### config.mk
export PLATFORM = sky130hd
export DESIGN_NAME = vic_ctrl
export DESIGN_NICKNAME = d
export VERILOG_FILES = /design/src/design/vic_pkg.sv /design/src/design/vic_ctrl.sv /design/src/design/vic_edge.sv
export SDC_FILE = /design/constraint.sdc
export NUM_CORES = 1
export LEC_CHECK = 0
export BUFFER_PORTS_ARGS = -buffer_cell sky130_fd_sc_hd__buf_4
export CAP_MARGIN = 0
export CORE_MARGIN = 2
export CORE_UTILIZATION = 52
export DETAILED_ROUTE_END_ITERATION = 16
export GPL_ROUTABILITY_DRIVEN = 0
export PLACE_DENSITY_LB_ADDON = 0.12
export SLEW_MARGIN = 10
export SYNTH_ARGS = -nofsm -noshare
export SYNTH_HDL_FRONTEND = slang
export SYNTH_SLANG_ARGS = --single-unit
### constraint.sdc
create_clock -name pclk -period 6 [get_ports pclk]
set_input_delay 0.6 -clock pclk [delete_from_list [all_inputs] [get_ports pclk]]
set_output_delay 0.6 -clock pclk [all_outputs]
set_load 0.01 [all_outputs]
### src/design/vic_pkg.sv
// Package with register map, field layout and state types of the vectored interrupt control.
package vic_pkg;

	// Source numbering inside the request and enable words.
	localparam int unsigned SRC_BASIC_TIMER = 0;
	localparam int unsigned SRC_DUAL_EDGE   = 1;
	localparam int unsigned SRC_EDGE_A      = 2;
	localparam int unsigned SRC_EDGE_B      = 3;
	localparam int unsigned SRC_SERIAL      = 4;
	localparam int unsigned SRC_TIMER       = 5;
	localparam int unsigned SRC_PULSE_GEN   = 6;
	localparam int unsigned SRC_KEY         = 7;
	localparam int unsigned SRC_CLOCK_TIMER = 8;
	localparam int unsigned NUM_SOURCES     = 9;
	localparam int unsigned NUM_VECTORS     = 6;
	localparam int unsigned VEC_ADDR_W      = 14;
	localparam int unsigned NUM_KEY_RETURNS = 8;

	// Register byte offsets on the APB.
	localparam logic [7:0] OFS_CTRL     = 8'h00;
	localparam logic [7:0] OFS_ENABLE   = 8'h04;
	localparam logic [7:0] OFS_REQUEST  = 8'h08;
	localparam logic [7:0] OFS_REQ_SET  = 8'h0c;
	localparam logic [7:0] OFS_STATUS   = 8'h10;
	localparam logic [7:0] OFS_VECTOR1  = 8'h20;
	localparam logic [7:0] OFS_VEC_STEP = 8'h04;

	// Control register field positions.
	localparam int unsigned CTRL_MIE_BIT    = 0;
	localparam int unsigned CTRL_NEST_LSB   = 4;
	localparam int unsigned CTRL_EDGE_A_BIT = 8;
	localparam int unsigned CTRL_EDGE_B_BIT = 9;

	// Status register field positions.
	localparam int unsigned STAT_VRQ_LSB  = 0;
	localparam int unsigned STAT_WAKE_BIT = 8;
	localparam int unsigned STAT_NUM_LSB  = 12;

	// Values after reset.
	localparam logic [VEC_ADDR_W-1:0]  VEC_ADDR_RST = 14'h0000;
	localparam logic [NUM_SOURCES-1:0] FLAGS_RST    = 9'h000;
	localparam logic [2:0]             NEST_RST     = 3'h0;

	// Vector table start addresses, index 0 is vector 1.
	localparam logic [15:0] VEC_TABLE_BASE = 16'h0002;
	localparam logic [15:0] VEC_TABLE_STEP = 16'h0002;

	// Edge detector settings per input.
	typedef struct packed {
		logic rise;
		logic fall;
	} vic_edge_sel_t;

	// Request offered to the CPU core.
	typedef struct packed {
		logic                  take;
		logic [2:0]            num;
		logic [15:0]           table_addr;
		logic [VEC_ADDR_W-1:0] start_addr;
		logic                  nest_high;
	} vic_cpu_req_t;

	// Whole state of the controller.
	typedef struct packed {
		logic                                   mie;
		logic [2:0]                             nest_sel;
		logic                                   edge_a_fall;
		logic                                   edge_b_fall;
		logic [NUM_SOURCES-1:0]                 enable;
		logic [NUM_SOURCES-1:0]                 request;
		logic [NUM_VECTORS-1:0][VEC_ADDR_W-1:0] vec_addr;
		logic [31:0]                            prdata;
		vic_cpu_req_t                           cpu;
		logic                                   wake;
	} vic_state_t;

endpackage : vic_pkg

### src/design/vic_ctrl.sv
// Vectored interrupt control: request flags, enables, priority, vector table and APB slave.
//
// Functional notes
// - Nine sources feed the controller; nesting follows the software-marked vector, not priority.
// - Simultaneous requests: vector 1 wins, vector 6 loses.
// - Dual-edge pin requests on both edges; shares vector 1 with basic timer.
// - Basic interval timer tick raises its own internal request.
// - Edge-selectable pins A and B use vectors 2 and 3, edge chosen by software.
// - Serial transfer completion raises vector 4.
// - Timer count equal to modulo raises vector 5.
// - Pulse generator match raises vector 6.
// - Key and clock timer sources only set testable flags, never vector.
// - Key flag set by key pin rising or any key return falling.
// - Clock timer signal raises the clock timer flag.
// - Vectored request taken only with source enable and master enable.
// - Software writes each vector start address.
// - Software picks the vector that may nest over others.
// - Every request flag is readable by software.
// - Only enabled sources release standby.
// - All flags and control fields sit in the register map.
// - Flag set on request, cleared when the CPU accepts the interrupt.
// - Set vectored flag with its enable drives the vector line and wake; enabled key and clock timer flags drive wake only.
// - Software set of a flag vectors just like hardware.
// - Reset clears all request and enable flags.
//
// The implementer's own choices: the APB register port and the register addresses.
`timescale 1ns/100ps

module vic_ctrl
	import vic_pkg::*;
(
	// Clock and reset.
	input  wire logic                       pclk,
	input  wire logic                       presetn,
	// APB slave.
	input  wire logic                       psel,
	input  wire logic                       penable,
	input  wire logic                       pwrite,
	input  wire logic [7:0]                 paddr,
	input  wire logic [31:0]                pwdata,
	output logic      [31:0]                prdata,
	output logic                            pready,
	output logic                            pslverr,
	// Internal event pulses.
	input  wire logic                       basic_timer_irq,
	input  wire logic                       serial_done_irq,
	input  wire logic                       timer_match_irq,
	input  wire logic                       pulse_gen_match_irq,
	input  wire logic                       clock_timer_irq,
	// External pins.
	input  wire logic                       dual_edge_ext_irq,
	input  wire logic                       edge_select_ext_irq_a,
	input  wire logic                       edge_select_ext_irq_b,
	input  wire logic                       key_ext_irq,
	input  wire logic [NUM_KEY_RETURNS-1:0] key_return_inputs,
	// CPU core side.
	input  wire logic                       cpu_in_service,
	input  wire logic                       cpu_in_service_high,
	input  wire logic                       cpu_ack,
	input  wire logic [2:0]                 cpu_ack_num,
	output logic      [NUM_VECTORS:1]       vector_request_line,
	output vic_cpu_req_t                    cpu_req,
	output logic                            standby_release
);

	vic_state_t                    st_reg;
	vic_state_t                    st_next;
	logic [11:0]                   pin_level;
	vic_edge_sel_t [11:0]          edge_sel;
	logic [11:0]                   edge_pulse;
	logic [NUM_SOURCES-1:0]        hw_set;
	logic [NUM_VECTORS:1]          vrq;
	logic                          wr_access;
	logic                          rd_setup;
	logic                          addr_ok;
	logic [2:0]                    pick;

	// Ordered vector request lines from flags and enables.
	// The testable key and clock timer flags have no line, so they can never vector.
	function automatic logic [NUM_VECTORS:1] vic_vrq(input logic [NUM_SOURCES-1:0] req,
		input logic [NUM_SOURCES-1:0] en);
		logic [NUM_SOURCES-1:0] act;
		act = req & en;
		vic_vrq[1] = act[SRC_BASIC_TIMER] | act[SRC_DUAL_EDGE];
		vic_vrq[2] = act[SRC_EDGE_A];
		vic_vrq[3] = act[SRC_EDGE_B];
		vic_vrq[4] = act[SRC_SERIAL];
		vic_vrq[5] = act[SRC_TIMER];
		vic_vrq[6] = act[SRC_PULSE_GEN];
	endfunction : vic_vrq

	// Lowest numbered active line wins; zero means none.
	function automatic logic [2:0] vic_pick(input logic [NUM_VECTORS:1] lines);
		vic_pick = 3'h0;
		for (int v = NUM_VECTORS; v >= 1; v--) begin
			if (lines[v]) begin
				vic_pick = 3'(v);
			end
		end
	endfunction : vic_pick

	// Decodes whether an address is a mapped register.
	function automatic logic vic_mapped(input logic [7:0] a);
		vic_mapped = (a == OFS_CTRL) || (a == OFS_ENABLE) || (a == OFS_REQUEST)
			|| (a == OFS_REQ_SET) || (a == OFS_STATUS)
			|| ((a >= OFS_VECTOR1) && (a < 8'(OFS_VECTOR1 + NUM_VECTORS * OFS_VEC_STEP))
				&& (a[1:0] == 2'h0));
	endfunction : vic_mapped

	// Pin bank: dual edge, pins A and B, key pin, then eight key returns.
	// Key returns idle high and only their falling edge counts, so a cleared
	// previous level cannot raise a false key request after reset.
	always_comb begin
		pin_level = {key_return_inputs, key_ext_irq, edge_select_ext_irq_b,
			edge_select_ext_irq_a, dual_edge_ext_irq};
		edge_sel[0] = '{rise: 1'b1, fall: 1'b1};
		edge_sel[1] = '{rise: ~st_reg.edge_a_fall, fall: st_reg.edge_a_fall};
		edge_sel[2] = '{rise: ~st_reg.edge_b_fall, fall: st_reg.edge_b_fall};
		edge_sel[3] = '{rise: 1'b1, fall: 1'b0};
		for (int k = 4; k < 12; k++) begin
			edge_sel[k] = '{rise: 1'b0, fall: 1'b1};
		end
	end

	vic_edge #(
		.WIDTH      (12)
	) u_edge (
		.pclk       (pclk),
		.presetn    (presetn),
		.pin_level  (pin_level),
		.edge_sel   (edge_sel),
		.edge_pulse (edge_pulse)
	);

	// Hardware set terms of the nine request flags.
	always_comb begin
		hw_set                  = '0;
		hw_set[SRC_BASIC_TIMER] = basic_timer_irq;
		hw_set[SRC_DUAL_EDGE]   = edge_pulse[0];
		hw_set[SRC_EDGE_A]      = edge_pulse[1];
		hw_set[SRC_EDGE_B]      = edge_pulse[2];
		hw_set[SRC_SERIAL]      = serial_done_irq;
		hw_set[SRC_TIMER]       = timer_match_irq;
		hw_set[SRC_PULSE_GEN]   = pulse_gen_match_irq;
		hw_set[SRC_KEY]         = edge_pulse[3] | (|edge_pulse[11:4]);
		hw_set[SRC_CLOCK_TIMER] = clock_timer_irq;
	end

	// Bus strobes; zero wait states, so the access phase always completes.
	// Refused offsets answer with an error in the access phase and change nothing.
	// Read data comes from a register, so prdata has no path from the flags.
	assign wr_access = psel & penable & pwrite;
	assign rd_setup  = psel & ~penable & ~pwrite;
	assign addr_ok   = vic_mapped(paddr);
	assign pready    = 1'b1;
	assign pslverr   = psel & penable & ~addr_ok;

	// Request lines and winner from the current flags.
	assign vrq  = vic_vrq(st_reg.request, st_reg.enable);
	assign pick = vic_pick(vrq);

	// Next state: bus writes, flag set and clear, read data and CPU request.
	always_comb begin
		logic [NUM_SOURCES-1:0] clr;
		logic [NUM_SOURCES-1:0] sw_set;
		logic [7:0]             vofs;
		logic                   high;
		clr     = '0;
		sw_set  = '0;
		vofs    = 8'(paddr - OFS_VECTOR1);
		high    = 1'b0;
		st_next = st_reg;

		// Register writes take effect on the access edge only.
		if (wr_access && addr_ok) begin
			case (paddr)
				OFS_CTRL: begin
					st_next.mie         = pwdata[CTRL_MIE_BIT];
					st_next.nest_sel    = pwdata[CTRL_NEST_LSB +: 3];
					st_next.edge_a_fall = pwdata[CTRL_EDGE_A_BIT];
					st_next.edge_b_fall = pwdata[CTRL_EDGE_B_BIT];
				end
				OFS_ENABLE: begin
					st_next.enable = pwdata[NUM_SOURCES-1:0];
				end
				OFS_REQUEST: begin
					clr = pwdata[NUM_SOURCES-1:0];
				end
				OFS_REQ_SET: begin
					sw_set = pwdata[NUM_SOURCES-1:0];
				end
				// Status is read only; a write to it is accepted and dropped.
				OFS_STATUS: begin
				end
				default: begin
					st_next.vec_addr[vofs[4:2]] = pwdata[VEC_ADDR_W-1:0];
				end
			endcase
		end

		// Acceptance by the CPU clears the flags behind that vector. The shared
		// vector clears the timer flag first; a pending pin edge then reasserts it.
		// Acknowledging a vector whose flags are already clear does nothing.
		if (cpu_ack) begin
			case (cpu_ack_num)
				3'h1: begin
					if (st_reg.request[SRC_BASIC_TIMER] && st_reg.enable[SRC_BASIC_TIMER]) begin
						clr[SRC_BASIC_TIMER] = 1'b1;
					end else begin
						clr[SRC_DUAL_EDGE] = 1'b1;
					end
				end
				3'h2: begin
					clr[SRC_EDGE_A] = 1'b1;
				end
				3'h3: begin
					clr[SRC_EDGE_B] = 1'b1;
				end
				3'h4: begin
					clr[SRC_SERIAL] = 1'b1;
				end
				3'h5: begin
					clr[SRC_TIMER] = 1'b1;
				end
				3'h6: begin
					clr[SRC_PULSE_GEN] = 1'b1;
				end
				default: begin
				end
			endcase
		end

		// A set in the clearing cycle wins, so no event is lost.
		st_next.request = (st_reg.request & ~clr) | hw_set | sw_set;

		// Read data is captured in the setup phase and presented in the access phase.
		if (rd_setup) begin
			st_next.prdata = 32'h0000_0000;
			case (paddr)
				OFS_CTRL: begin
					st_next.prdata[CTRL_MIE_BIT]      = st_reg.mie;
					st_next.prdata[CTRL_NEST_LSB +: 3] = st_reg.nest_sel;
					st_next.prdata[CTRL_EDGE_A_BIT]   = st_reg.edge_a_fall;
					st_next.prdata[CTRL_EDGE_B_BIT]   = st_reg.edge_b_fall;
				end
				OFS_ENABLE: begin
					st_next.prdata[NUM_SOURCES-1:0] = st_reg.enable;
				end
				OFS_REQUEST: begin
					st_next.prdata[NUM_SOURCES-1:0] = st_reg.request;
				end
				OFS_REQ_SET: begin
					st_next.prdata[NUM_SOURCES-1:0] = st_reg.request;
				end
				OFS_STATUS: begin
					st_next.prdata[STAT_VRQ_LSB +: NUM_VECTORS] = vrq;
					st_next.prdata[STAT_WAKE_BIT]              = st_reg.wake;
					st_next.prdata[STAT_NUM_LSB +: 3]          = pick;
				end
				default: begin
					if (addr_ok) begin
						st_next.prdata[VEC_ADDR_W-1:0] = st_reg.vec_addr[vofs[4:2]];
					end
				end
			endcase
		end

		// The request is registered, so it trails the flags by one cycle; the core must
		// acknowledge only while take is high, or it would clear a flag it never served.
		// Nesting: in a service, only the vector software marked may break in,
		// and only over a service that is not itself the marked one.
		high = (pick != 3'h0) && (pick == st_reg.nest_sel);
		st_next.cpu.take       = st_reg.mie && (pick != 3'h0)
			&& (!cpu_in_service || (high && !cpu_in_service_high));
		st_next.cpu.num        = pick;
		st_next.cpu.nest_high  = high;
		st_next.cpu.table_addr = (pick == 3'h0) ? 16'h0000
			: 16'(VEC_TABLE_BASE + VEC_TABLE_STEP * 16'(pick - 3'h1));
		st_next.cpu.start_addr = (pick == 3'h0) ? VEC_ADDR_RST
			: st_reg.vec_addr[pick - 3'h1];
		// Testable sources wake the core too when enabled; master enable plays no part.
		st_next.wake = |(st_reg.request & st_reg.enable);
	end

	// State register; everything starts cleared and disabled.
	// Every field gets a constant here, so the reset path needs no next-state logic.
	always_ff @(posedge pclk or negedge presetn) begin
		if (!presetn) begin
			st_reg.mie         <= 1'b0;
			st_reg.nest_sel    <= NEST_RST;
			st_reg.edge_a_fall <= 1'b0;
			st_reg.edge_b_fall <= 1'b0;
			st_reg.enable      <= FLAGS_RST;
			st_reg.request     <= FLAGS_RST;
			st_reg.vec_addr    <= {NUM_VECTORS{VEC_ADDR_RST}};
			st_reg.prdata      <= 32'h0000_0000;
			st_reg.cpu         <= '0;
			st_reg.wake        <= 1'b0;
		end else begin
			st_reg <= st_next;
		end
	end

	// Outputs; vector lines follow the flags directly for the core's sequencer.
	assign prdata              = st_reg.prdata;
	assign cpu_req             = st_reg.cpu;
	assign standby_release     = st_reg.wake;
	assign vector_request_line = vrq;

endmodule : vic_ctrl

### src/design/vic_edge.sv
// Edge detector bank that turns pin levels into one-cycle request pulses.
`timescale 1ns/100ps

module vic_edge
	import vic_pkg::*;
#(
	parameter int unsigned WIDTH = 12
) (
	// Clock and reset.
	input  wire logic                  pclk,
	input  wire logic                  presetn,
	// Pin levels and edge choices.
	input  wire logic [WIDTH-1:0]      pin_level,
	input  wire vic_edge_sel_t [WIDTH-1:0] edge_sel,
	// Detected edges.
	output logic      [WIDTH-1:0]      edge_pulse
);

	logic [WIDTH-1:0] prev_reg;

	// Previous level; reset to low so a pin held high at reset reads as a rising edge.
	always_ff @(posedge pclk or negedge presetn) begin
		if (!presetn) begin
			prev_reg <= '0;
		end else begin
			prev_reg <= pin_level;
		end
	end

	// An edge counts only in the directions chosen for that input.
	always_comb begin
		for (int i = 0; i < WIDTH; i++) begin
			edge_pulse[i] = (edge_sel[i].rise & pin_level[i] & ~prev_reg[i])
				| (edge_sel[i].fall & ~pin_level[i] & prev_reg[i]);
		end
	end

endmodule : vic_edge

==> impl_summary.log, run 1 <==
[metrics] post-synthesis instance area: about 0.0083 sq mm
[metrics] number of synthesized register bits: 159
[metrics] global-route wire length before repair: 32,240 um
[metrics] final hold violation count: 0
[metrics] clock buffer count from CTS: 17
[metrics] Layout Nets: 814
[metrics] number of DRC markers in iteration 0: 550
[metrics] Diodes inserted: 0
[metrics] placed wire-length estimate after detailed placement: 13,430 um
[metrics] number of optimization iterations in the first detailed-route pass: 5
[metrics] kind of launch point of the worst setup path: flop
[metrics] CTS Root Buffer Type: sky130_fd_sc_hd__clkbuf_16
[metrics] via count of the routed design: 5,731
[metrics] Peak VDD IR: 0.0002207 V
[metrics] detailed-route DRC error count: 0
[metrics] Gates resized, CTS repair: 0
[metrics] post-synthesis average cell area: about 12 sq um
[metrics] kind of critical path: flop to flop
[metrics] source-to-sink clock delay at the later pin of the worst-skew pair: 430 ps
[metrics] pwr dens: 267.5 mW/mm^2
[metrics] setup violation total in the final timing report: 0
[metrics] largest net degree at the start of global routing: roughly 110
[metrics] total overflow reported by the global router: 0
[metrics] setup total negative slack: 0 ps
[metrics] area of the core: 0.01571 sq mm
[metrics] number of instances in the synthesized netlist: 711
[metrics] Die Width: 130.3 um
[metrics] most common flop cell mapped by yosys: sky130_fd_sc_hd__dfrtp_1
[metrics] cell accounting for the most synthesized area: sky130_fd_sc_hd__dfrtp_1
[metrics] vias in the first global route: 5,636
[metrics] post-placement setup slack: 2614 ps
[metrics] register area share after synthesis: between 40% and 50%
[metrics] unrepaired setup endpoints after global routing: no
[metrics] minimum clock period after layout: 3494 ps
[metrics] CP endpoint kind: flop
[metrics] most frequently used cell type in the post-synthesis netlist: sky130_fd_sc_hd__dfrtp_1
[metrics] status: completed
[metrics] die footprint: 0.01698 sq mm
[metrics] clock transition at the registers of the reported paths: 60 ps
[metrics] required time of the critical path: 6280 ps
[metrics] instance area at placement: 0.008747 sq mm
[metrics] Max Clock Skew: 6.052 ps
[metrics] vias per inst: 5.890
[metrics] number of antenna violations at the first check in global routing: 0
[metrics] kind of path behind the tightest hold check: input pin to async pin
[metrics] CTS Hold Bufs: 0
[metrics] setup ws final: 2506 ps
[metrics] count of max-cap constraint violations: 0
[metrics] level count of the clock H-tree: 4
[metrics] Synth Warn #: 0
[metrics] buffer levels on the longest clock path: 2
[metrics] post-CTS setup-driven buffer insertion count: 0
[metrics] Final Non-Filler Cells: 973
[metrics] # rows: between 40 and 50
[metrics] Detailed Route WL: 20,940 um
[metrics] num ports: between 100 and 150
[metrics] WL/cell: between 20 and 25 um
[metrics] total global routing track utilization: 25.81%
[metrics] Peak Freq: 286.2 MHz
[metrics] IO buf count: 106
[metrics] Cell variety after synth: 57
[metrics] arrival time at the worst endpoint: 3780 ps
[metrics] CTS tree: yes
[metrics] measured slew at the worst slew-check pin: between 1000 and 1500 ps
[metrics] share of flip-flops with an asynchronous set or reset after synthesis: 100.0%
[metrics] die height: 130.3 um
[metrics] ranking of synthesized cells by area: sky130_fd_sc_hd__dfrtp_1 (48%), sky130_fd_sc_hd__mux2_2 (15%), sky130_fd_sc_hd__buf_4 (6.2%)
[metrics] share of Yosys cell area claimed by the top area cell type: 47.96%
[metrics] top cells by count, synth: sky130_fd_sc_hd__dfrtp_1 (159), sky130_fd_sc_hd__mux2_2 (113), sky130_fd_sc_hd__buf_4 (69), sky130_fd_sc_hd__nand2_1 (69), sky130_fd_sc_hd__mux2i_1 (47)
[metrics] Static Leakage: 0.004539 uW
[metrics] maximum fanout along the worst path: 21
[metrics] Slew Viols, Final: 0
[metrics] fraction of layout cells with a size suffix above 1: between 30% and 40%
[metrics] Slew headroom: 28.24%
[metrics] final critical-path share of the clock period: 58.23%
[metrics] initial core utilization: 52.80%
[metrics] number of cell instances on the worst register-to-register path: 6
[metrics] hold slack: 285.9 ps
[metrics] final instance area: 0.009399 sq mm
[metrics] P&R area growth vs syn: 13.29%
[metrics] Largest register FFs: 106
[metrics] number of cells in the design after placement: between 900 and 1,000
[metrics] number of routed nets with antenna violations: 0
[metrics] number of enable flip-flop cells after synthesis: 0
[metrics] CTS sink count: 159
[layout make-up]
class                           count  area, sq um
Tap cell                          216        270.3
Sequential cell                   159         3979
Timing Repair Buffer              108        814.5
Inverter                           21        83.83
Fill cell                        1292         6314
Clock buffer                       19        442.9
Clock inverter                     13        209.0
Multi-Input combinational cell    437         3600
[cells by family after synthesis]
| logic type | after synthesis | share of synthesized area (%) |
|---|---|---|
| multiplexers | 174 | 24.81 |
| buffers and inverters | 132 | 9.561 |
| XOR/XNOR | 4 | 0.6486 |
| AO/OA/AOI/OAI | 105 | 9.109 |
| AND/OR/NAND/NOR | 133 | 7.525 |
| adder cells (fa/ha/maj) | 2 | 0.3016 |
| flip-flops | 159 | 47.96 |
| other | 2 | 0.09052 |
[path summary, 6_finish.rpt]
check | to | start | slack [ps]
setup / recovery | cpu_req[6] | st_reg[155] | 2510
hold / removal | st_reg[149] | presetn | 290
setup reg to reg | cpu_req[6] | st_reg[155] | 2510
hold reg to reg | prdata[4] | prdata[4] | 490
max in group asynchronous | u_edge.prev_reg[0] | presetn | 4420
min in group pclk | u_edge.prev_reg[6] | key_return_inputs[2] | 290
[where the power goes]
part	switching, uW	internal, uW
clock network	442	751
logic	133	81.5
registers	14.4	1090
total	589	1920
[cells in the final DEF, fill, tap and decap left out, drive strengths merged, types with 3 or more instances in the layout]
master / count
clkinv: 3
nand3b: 3
dfrtp: 159
o2bb2ai: 6
a21oi: 26
bufinv: 5
nor3: 8
mux4: 14
nor2b: 6
o221ai: 14
buf: 108
nor2: 23
conb: 19
a22o: 6
o21ai: 20
a221o: 3
inv: 23
clkbuf: 19
nand3: 11
o31ai: 4
mux2: 113
nor4: 3
clkinvlp: 3
a22oi: 9
and3: 4
mux2i: 47
nand2: 69
[stage by stage]
| step | power [uW] | util, % |
|---|---|---|
| finish | 2514 | 59.82 |
| global route | 2599 | 59.82 |
| CTS | 2532 | 59.82 |
| detailed placement | 1340 | 55.67 |
| global placement | 1335 | 55.67 |
| floorplan | 1257 | - |
[per-layer routing]
metal	part of all wire (%)	up-vias	wire (um)	GRT usage, %
met5	0	-	0	0
met2	49	224	10340	41.36
met4	2.3	0	475	10.94
li1	-	2531	-	-
met3	5.6	35	1163	4.305
met1	43	2941	8964	35.09
[critical path, cell delays in order (launching register included)]
cell                       delay, ps
sky130_fd_sc_hd__dfrtp_1         420
sky130_fd_sc_hd__and2_1          200
sky130_fd_sc_hd__o21bai_1        200
sky130_fd_sc_hd__a21oi_4         760
sky130_fd_sc_hd__ha_1            360
sky130_fd_sc_hd__nand3_1         770
sky130_fd_sc_hd__o221ai_1        610
(Power assumes the default switching activity.)
==> inputs of run 2 (changes only) <==
ABC_AREA = 1   (was unset)
clock period = 3.08 ns   (was 6 ns; I/O delays follow)
==> run 2 against run 1 <==
Clock power up 83%. Critical path type unchanged. Register-to-register slack worse by 2100 ps. Routed wire length is 19% higher. Worst setup slack worse by 2100 ps. Highest routed layer unchanged. Power grew 86%. Combinational power up 64%. Die area is 4.8% higher. Sequential power increased by 93%. Fmax increased by 29%. Sequential cell count unchanged. Global-route usage grew 3.1 points. Utilization rose by 0.72 points.
==> impl_summary.log, run 2 <==
[metrics] status: completed (unchanged)
[metrics] share of flip-flops with an asynchronous set or reset after synthesis: 100.0% (unchanged)
[metrics] combined buffer and inverter count along the critical path: 3 (was 0)
[metrics] Max Clock Skew: 7.097 ps (was 6.052 ps)
[metrics] buffer levels on the longest clock path: 2 (unchanged)
[metrics] Reg-to-Reg Start: st_reg[161] (was st_reg[155])
[metrics] unrepaired setup endpoints after global routing: no (unchanged)
[metrics] post-synthesis average cell area: 7.572 sq um (was 11.67 sq um)
[metrics] vias in the first global route: 7,051 (was 5,636)
[metrics] CP endpoint kind: flop (unchanged)
[metrics] detailed-route DRC error count: 0 (unchanged)
[metrics] most frequently used cell type in the post-synthesis netlist: sky130_fd_sc_hd__nand2_1 (was sky130_fd_sc_hd__dfrtp_1)
[metrics] P&R area growth vs syn: 14.47% (was 13.29%)
[metrics] number of synthesized register bits: 159 (unchanged)
[metrics] via count of the routed design: 7,729 (was 5,731)
[metrics] final hold violation count: 0 (unchanged)
[metrics] kind of path behind the tightest hold check: input pin to flop (was input pin to async pin)
[metrics] required time of the critical path: 3400 ps (was 6280 ps)
[metrics] Peak VDD IR: 0.0004159 V (was 0.0002207 V)
[metrics] placed wire-length estimate after detailed placement: 17,430 um (was 13,430 um)
[metrics] Largest register FFs: 106 (unchanged)
[metrics] total overflow reported by the global router: 0 (unchanged)
[metrics] kind of launch point of the worst setup path: flop (unchanged)
[metrics] most common flop cell mapped by yosys: sky130_fd_sc_hd__dfrtp_1 (unchanged)
[metrics] number of DRC markers in iteration 0: 787 (was 550)
[metrics] WL/cell: 17.41 um (was 21.53 um)
[metrics] Cell variety after synth: 37 (was 57)
[metrics] top library cells by usage in the layout, fill and taps aside: sky130_fd_sc_hd__nand2_1 (355), sky130_fd_sc_hd__dfrtp_1 (159), sky130_fd_sc_hd__inv_1 (134) (was sky130_fd_sc_hd__dfrtp_1 (159), sky130_fd_sc_hd__mux2_2 (113), sky130_fd_sc_hd__buf_4 (107))
[metrics] start point of the critical path: st_reg[161] (was st_reg[155])
[metrics] startpoint of the worst hold path: cpu_in_service
[metrics] number of antenna violations at the first check in global routing: 0 (unchanged)
[metrics] setup violation total in the final timing report: 0 (unchanged)
[metrics] clock transition at the registers of the reported paths: 60 ps (about the same)
[metrics] Slew Viols, Final: 0 (unchanged)
[metrics] Critical Path Most Common Cell: sky130_fd_sc_hd__nand2_1
[metrics] register area share after synthesis: 45.69% (was 47.96%)
[metrics] maximum fanout along the worst path: 15 (was 21)
[metrics] Slew headroom: 44.71% (was 28.24%)
[metrics] setup total negative slack: 0 ps (unchanged)
[metrics] num ports: 144 (unchanged)
[metrics] initial core utilization: 52.89% (was 52.80%)
[metrics] Static Leakage: 0.004994 uW (was 0.004539 uW)
[metrics] number of routed nets with antenna violations: 0 (unchanged)
[metrics] area of the core: 0.01647 sq mm (was 0.01571 sq mm)
[metrics] arrival time at the worst endpoint: 3030 ps (was 3780 ps)
[metrics] vias per inst: 5.382 (was 5.890)
[metrics] count of max-cap constraint violations: 0 (unchanged)
[metrics] number of cells in the design after placement: 1,391 (was 941)
[metrics] crit path max-delay cell type: sky130_fd_sc_hd__inv_1 (was sky130_fd_sc_hd__nand3_1)
[metrics] die height: 133.4 um (was 130.3 um)
[metrics] Peak Freq: 368.4 MHz (was 286.2 MHz)
[metrics] ranking of synthesized cells by area: sky130_fd_sc_hd__dfrtp_1 (46%), sky130_fd_sc_hd__nand2_1 (15%), sky130_fd_sc_hd__buf_4 (6.3%) (was sky130_fd_sc_hd__dfrtp_1 (48%), sky130_fd_sc_hd__mux2_2 (15%), sky130_fd_sc_hd__buf_4 (6.2%))
[metrics] level count of the clock H-tree: 4 (unchanged)
[metrics] CP Cell Sequence: nand2_1 > nand2_1 > inv_1 > nand2_2 > inv_1 > ha_1 > inv_1 > nand3_1 > nand2_1 > nand2_1 > nand2_1 > nor2_1 (was and2_1 > o21bai_1 > a21oi_4 > ha_1 > nand3_1 > o221ai_1)
[metrics] Die Width: 133.4 um (was 130.3 um)
[metrics] most common library cell in the layout ignoring fill and taps: sky130_fd_sc_hd__nand2_1 (was sky130_fd_sc_hd__dfrtp_1)
[metrics] number of instances in the synthesized netlist: 1,150 (was 711)
[metrics] Detailed Route WL: 25,010 um (was 20,940 um)
[metrics] Final Non-Filler Cells: 1,436 (was 973)
[metrics] share of Yosys cell area claimed by the top area cell type: 45.69% (was 47.96%)
[metrics] cell accounting for the most synthesized area: sky130_fd_sc_hd__dfrtp_1 (unchanged)
[metrics] top cells by count, synth: sky130_fd_sc_hd__nand2_1 (356), sky130_fd_sc_hd__dfrtp_1 (159), sky130_fd_sc_hd__inv_1 (134) (was sky130_fd_sc_hd__dfrtp_1 (159), sky130_fd_sc_hd__mux2_2 (113), sky130_fd_sc_hd__buf_4 (69), sky130_fd_sc_hd__nand2_1 (69), sky130_fd_sc_hd__mux2i_1 (47))
[metrics] number of enable flip-flop cells after synthesis: 0 (unchanged)
[metrics] Diodes inserted: 0 (unchanged)
[metrics] kind of critical path: flop to flop (unchanged)
[metrics] pwr dens: 469.2 mW/mm^2 (was 267.5 mW/mm^2)
[metrics] clock buffer count from CTS: 17 (unchanged)
[metrics] global-route wire length before repair: 38,920 um (was 32,240 um)
[metrics] number of optimization iterations in the first detailed-route pass: 5 (unchanged)
[metrics] post-synthesis instance area: 0.008708 sq mm (was 0.008297 sq mm)
[metrics] highest cell delay on the worst timing path: 510 ps (was 770 ps)
[metrics] CTS sink count: 159 (unchanged)
[metrics] total global routing track utilization: 28.87% (was 25.81%)
[metrics] Synth Warn #: 0 (unchanged)
[metrics] CTS tree: yes (unchanged)
[metrics] largest net degree at the start of global routing: 88 (was 107)
[metrics] # rows: 47 (was 46)
[metrics] CTS Root Buffer Type: sky130_fd_sc_hd__clkbuf_16 (unchanged)
[metrics] IO buf count: 106 (unchanged)
[metrics] final critical-path share of the clock period: 88.14% (was 58.23%)
[metrics] minimum clock period after layout: 2715 ps (was 3494 ps)
[metrics] register-to-register setup slack: 370 ps (was 2510 ps)
[metrics] source-to-sink clock delay at the later pin of the worst-skew pair: 430 ps (about the same)
[metrics] measured slew at the worst slew-check pin: 829.3 ps (was 1073 ps)
[metrics] die footprint: 0.01780 sq mm (was 0.01698 sq mm)
[metrics] fraction of layout cells with a size suffix above 1: 15.30% (was 36.59%)
[metrics] cell family with the largest share of critical-path delay: buffers and inverters (was compound AO/OA/AOI/OAI gates)
[metrics] Layout Nets: 1,273 (was 814)
[metrics] post-CTS setup-driven buffer insertion count: 0 (unchanged)
-- run 2: cell types whose count changed in the layout (fill, tap and decap cells not counted), moves of 15 or more --
cell	delta
sky130_fd_sc_hd__a21oi_1	-16
sky130_fd_sc_hd__o21ai_1	+26
sky130_fd_sc_hd__nand4_1	+15
sky130_fd_sc_hd__nand3_1	+98
sky130_fd_sc_hd__o21ai_0	+58
sky130_fd_sc_hd__o22ai_1	+16
sky130_fd_sc_hd__inv_1	+114
sky130_fd_sc_hd__mux2i_1	-47
sky130_fd_sc_hd__mux2_2	-113
sky130_fd_sc_hd__nor2_1	+18
sky130_fd_sc_hd__nand2_1	+286
-- run 2: metrics by stage --
stage / utilization (%) / total power, uW / instance area [sq um] / setup slack [ps] / hold slack [ps]
after detailed placement: 56.07 / 2515 / 9233 / 476.7 / 424.1
after global routing: 60.54 / 4826 / 9968 / 240.2 / 34.25
after global placement: 56.07 / 2512 / 9233 / 483.7 / 426.0
after CTS: 60.54 / 4688 / 9968 / 426.1 / 26.87
after floorplan: - / 2348 / 8772 / 699.4 / 12.41
final: 60.54 / 4677 / 9968 / 365.4 / 35.61
-- run 2: cell families after synthesis --
group	after synthesis	share of synthesized area, %
adders and majority gates	2	0.2873
AOI/OAI and AO/OA	170	11.51
and+or+nand+nor	557	27.60
xor gates and xnor gates	1	0.1006
DFF	159	45.69
buffers and inverters	259	14.73
other	2	0.08624
-- run 2: timing repair --
action	in CTS	in global routing
hold buffers	13	0
hold endpoints to repair	84	0
gates resized for setup	0	0
-- run 2: cell type report --
type | instances | area, sq um
Fill cell | 1537 | 6497
Tap cell | 220 | 275.3
Sequential cell | 159 | 3979
Clock buffer | 20 | 446.7
Clock inverter | 12 | 158.9
Timing Repair Buffer | 136 | 1070
Multi-Input combinational cell | 749 | 3513
Inverter | 140 | 525.5
-- run 2: layer usage --
layer	wire (um)	global-route usage (%)	up-vias
met4	548	9.456	0
met3	2477	7.534	41
met1	10980	41.34	3596
met2	11000	43.01	370
met5	0	0	-
li1	-	-	3722
-- run 2: final timing paths --
path                                to  cells after the start
max                         cpu_req[8]                     12
min                        cpu_req[34]                      2
max reg2reg                 cpu_req[8]                     12
min reg2reg                 prdata[11]                      2
max in group asynchronous  st_reg[168]                      3
min in group asynchronous   st_reg[93]                      2
-- run 2: worst register-to-register path: stages (launching register included) --
cell and delay, ps:
sky130_fd_sc_hd__dfrtp_1 420, sky130_fd_sc_hd__nand2_1 100, sky130_fd_sc_hd__nand2_1 130, sky130_fd_sc_hd__inv_1 230
sky130_fd_sc_hd__nand2_2 80, sky130_fd_sc_hd__inv_1 270, sky130_fd_sc_hd__ha_1 310, sky130_fd_sc_hd__inv_1 510
sky130_fd_sc_hd__nand3_1 150, sky130_fd_sc_hd__nand2_1 180, sky130_fd_sc_hd__nand2_1 80, sky130_fd_sc_hd__nand2_1 70
sky130_fd_sc_hd__nor2_1 50
-- run 2: power by group --
part / total [uW] / leakage [uW] / switching (uW) / internal (uW)
Combinational: 351 / 0.00283 / 234 / 117
Clock: 2180 / 0.000279 / 881 / 1300
Sequential: 2140 / 0.00188 / 20.6 / 2120
Total: 4680 / 0.00499 / 1140 / 3540
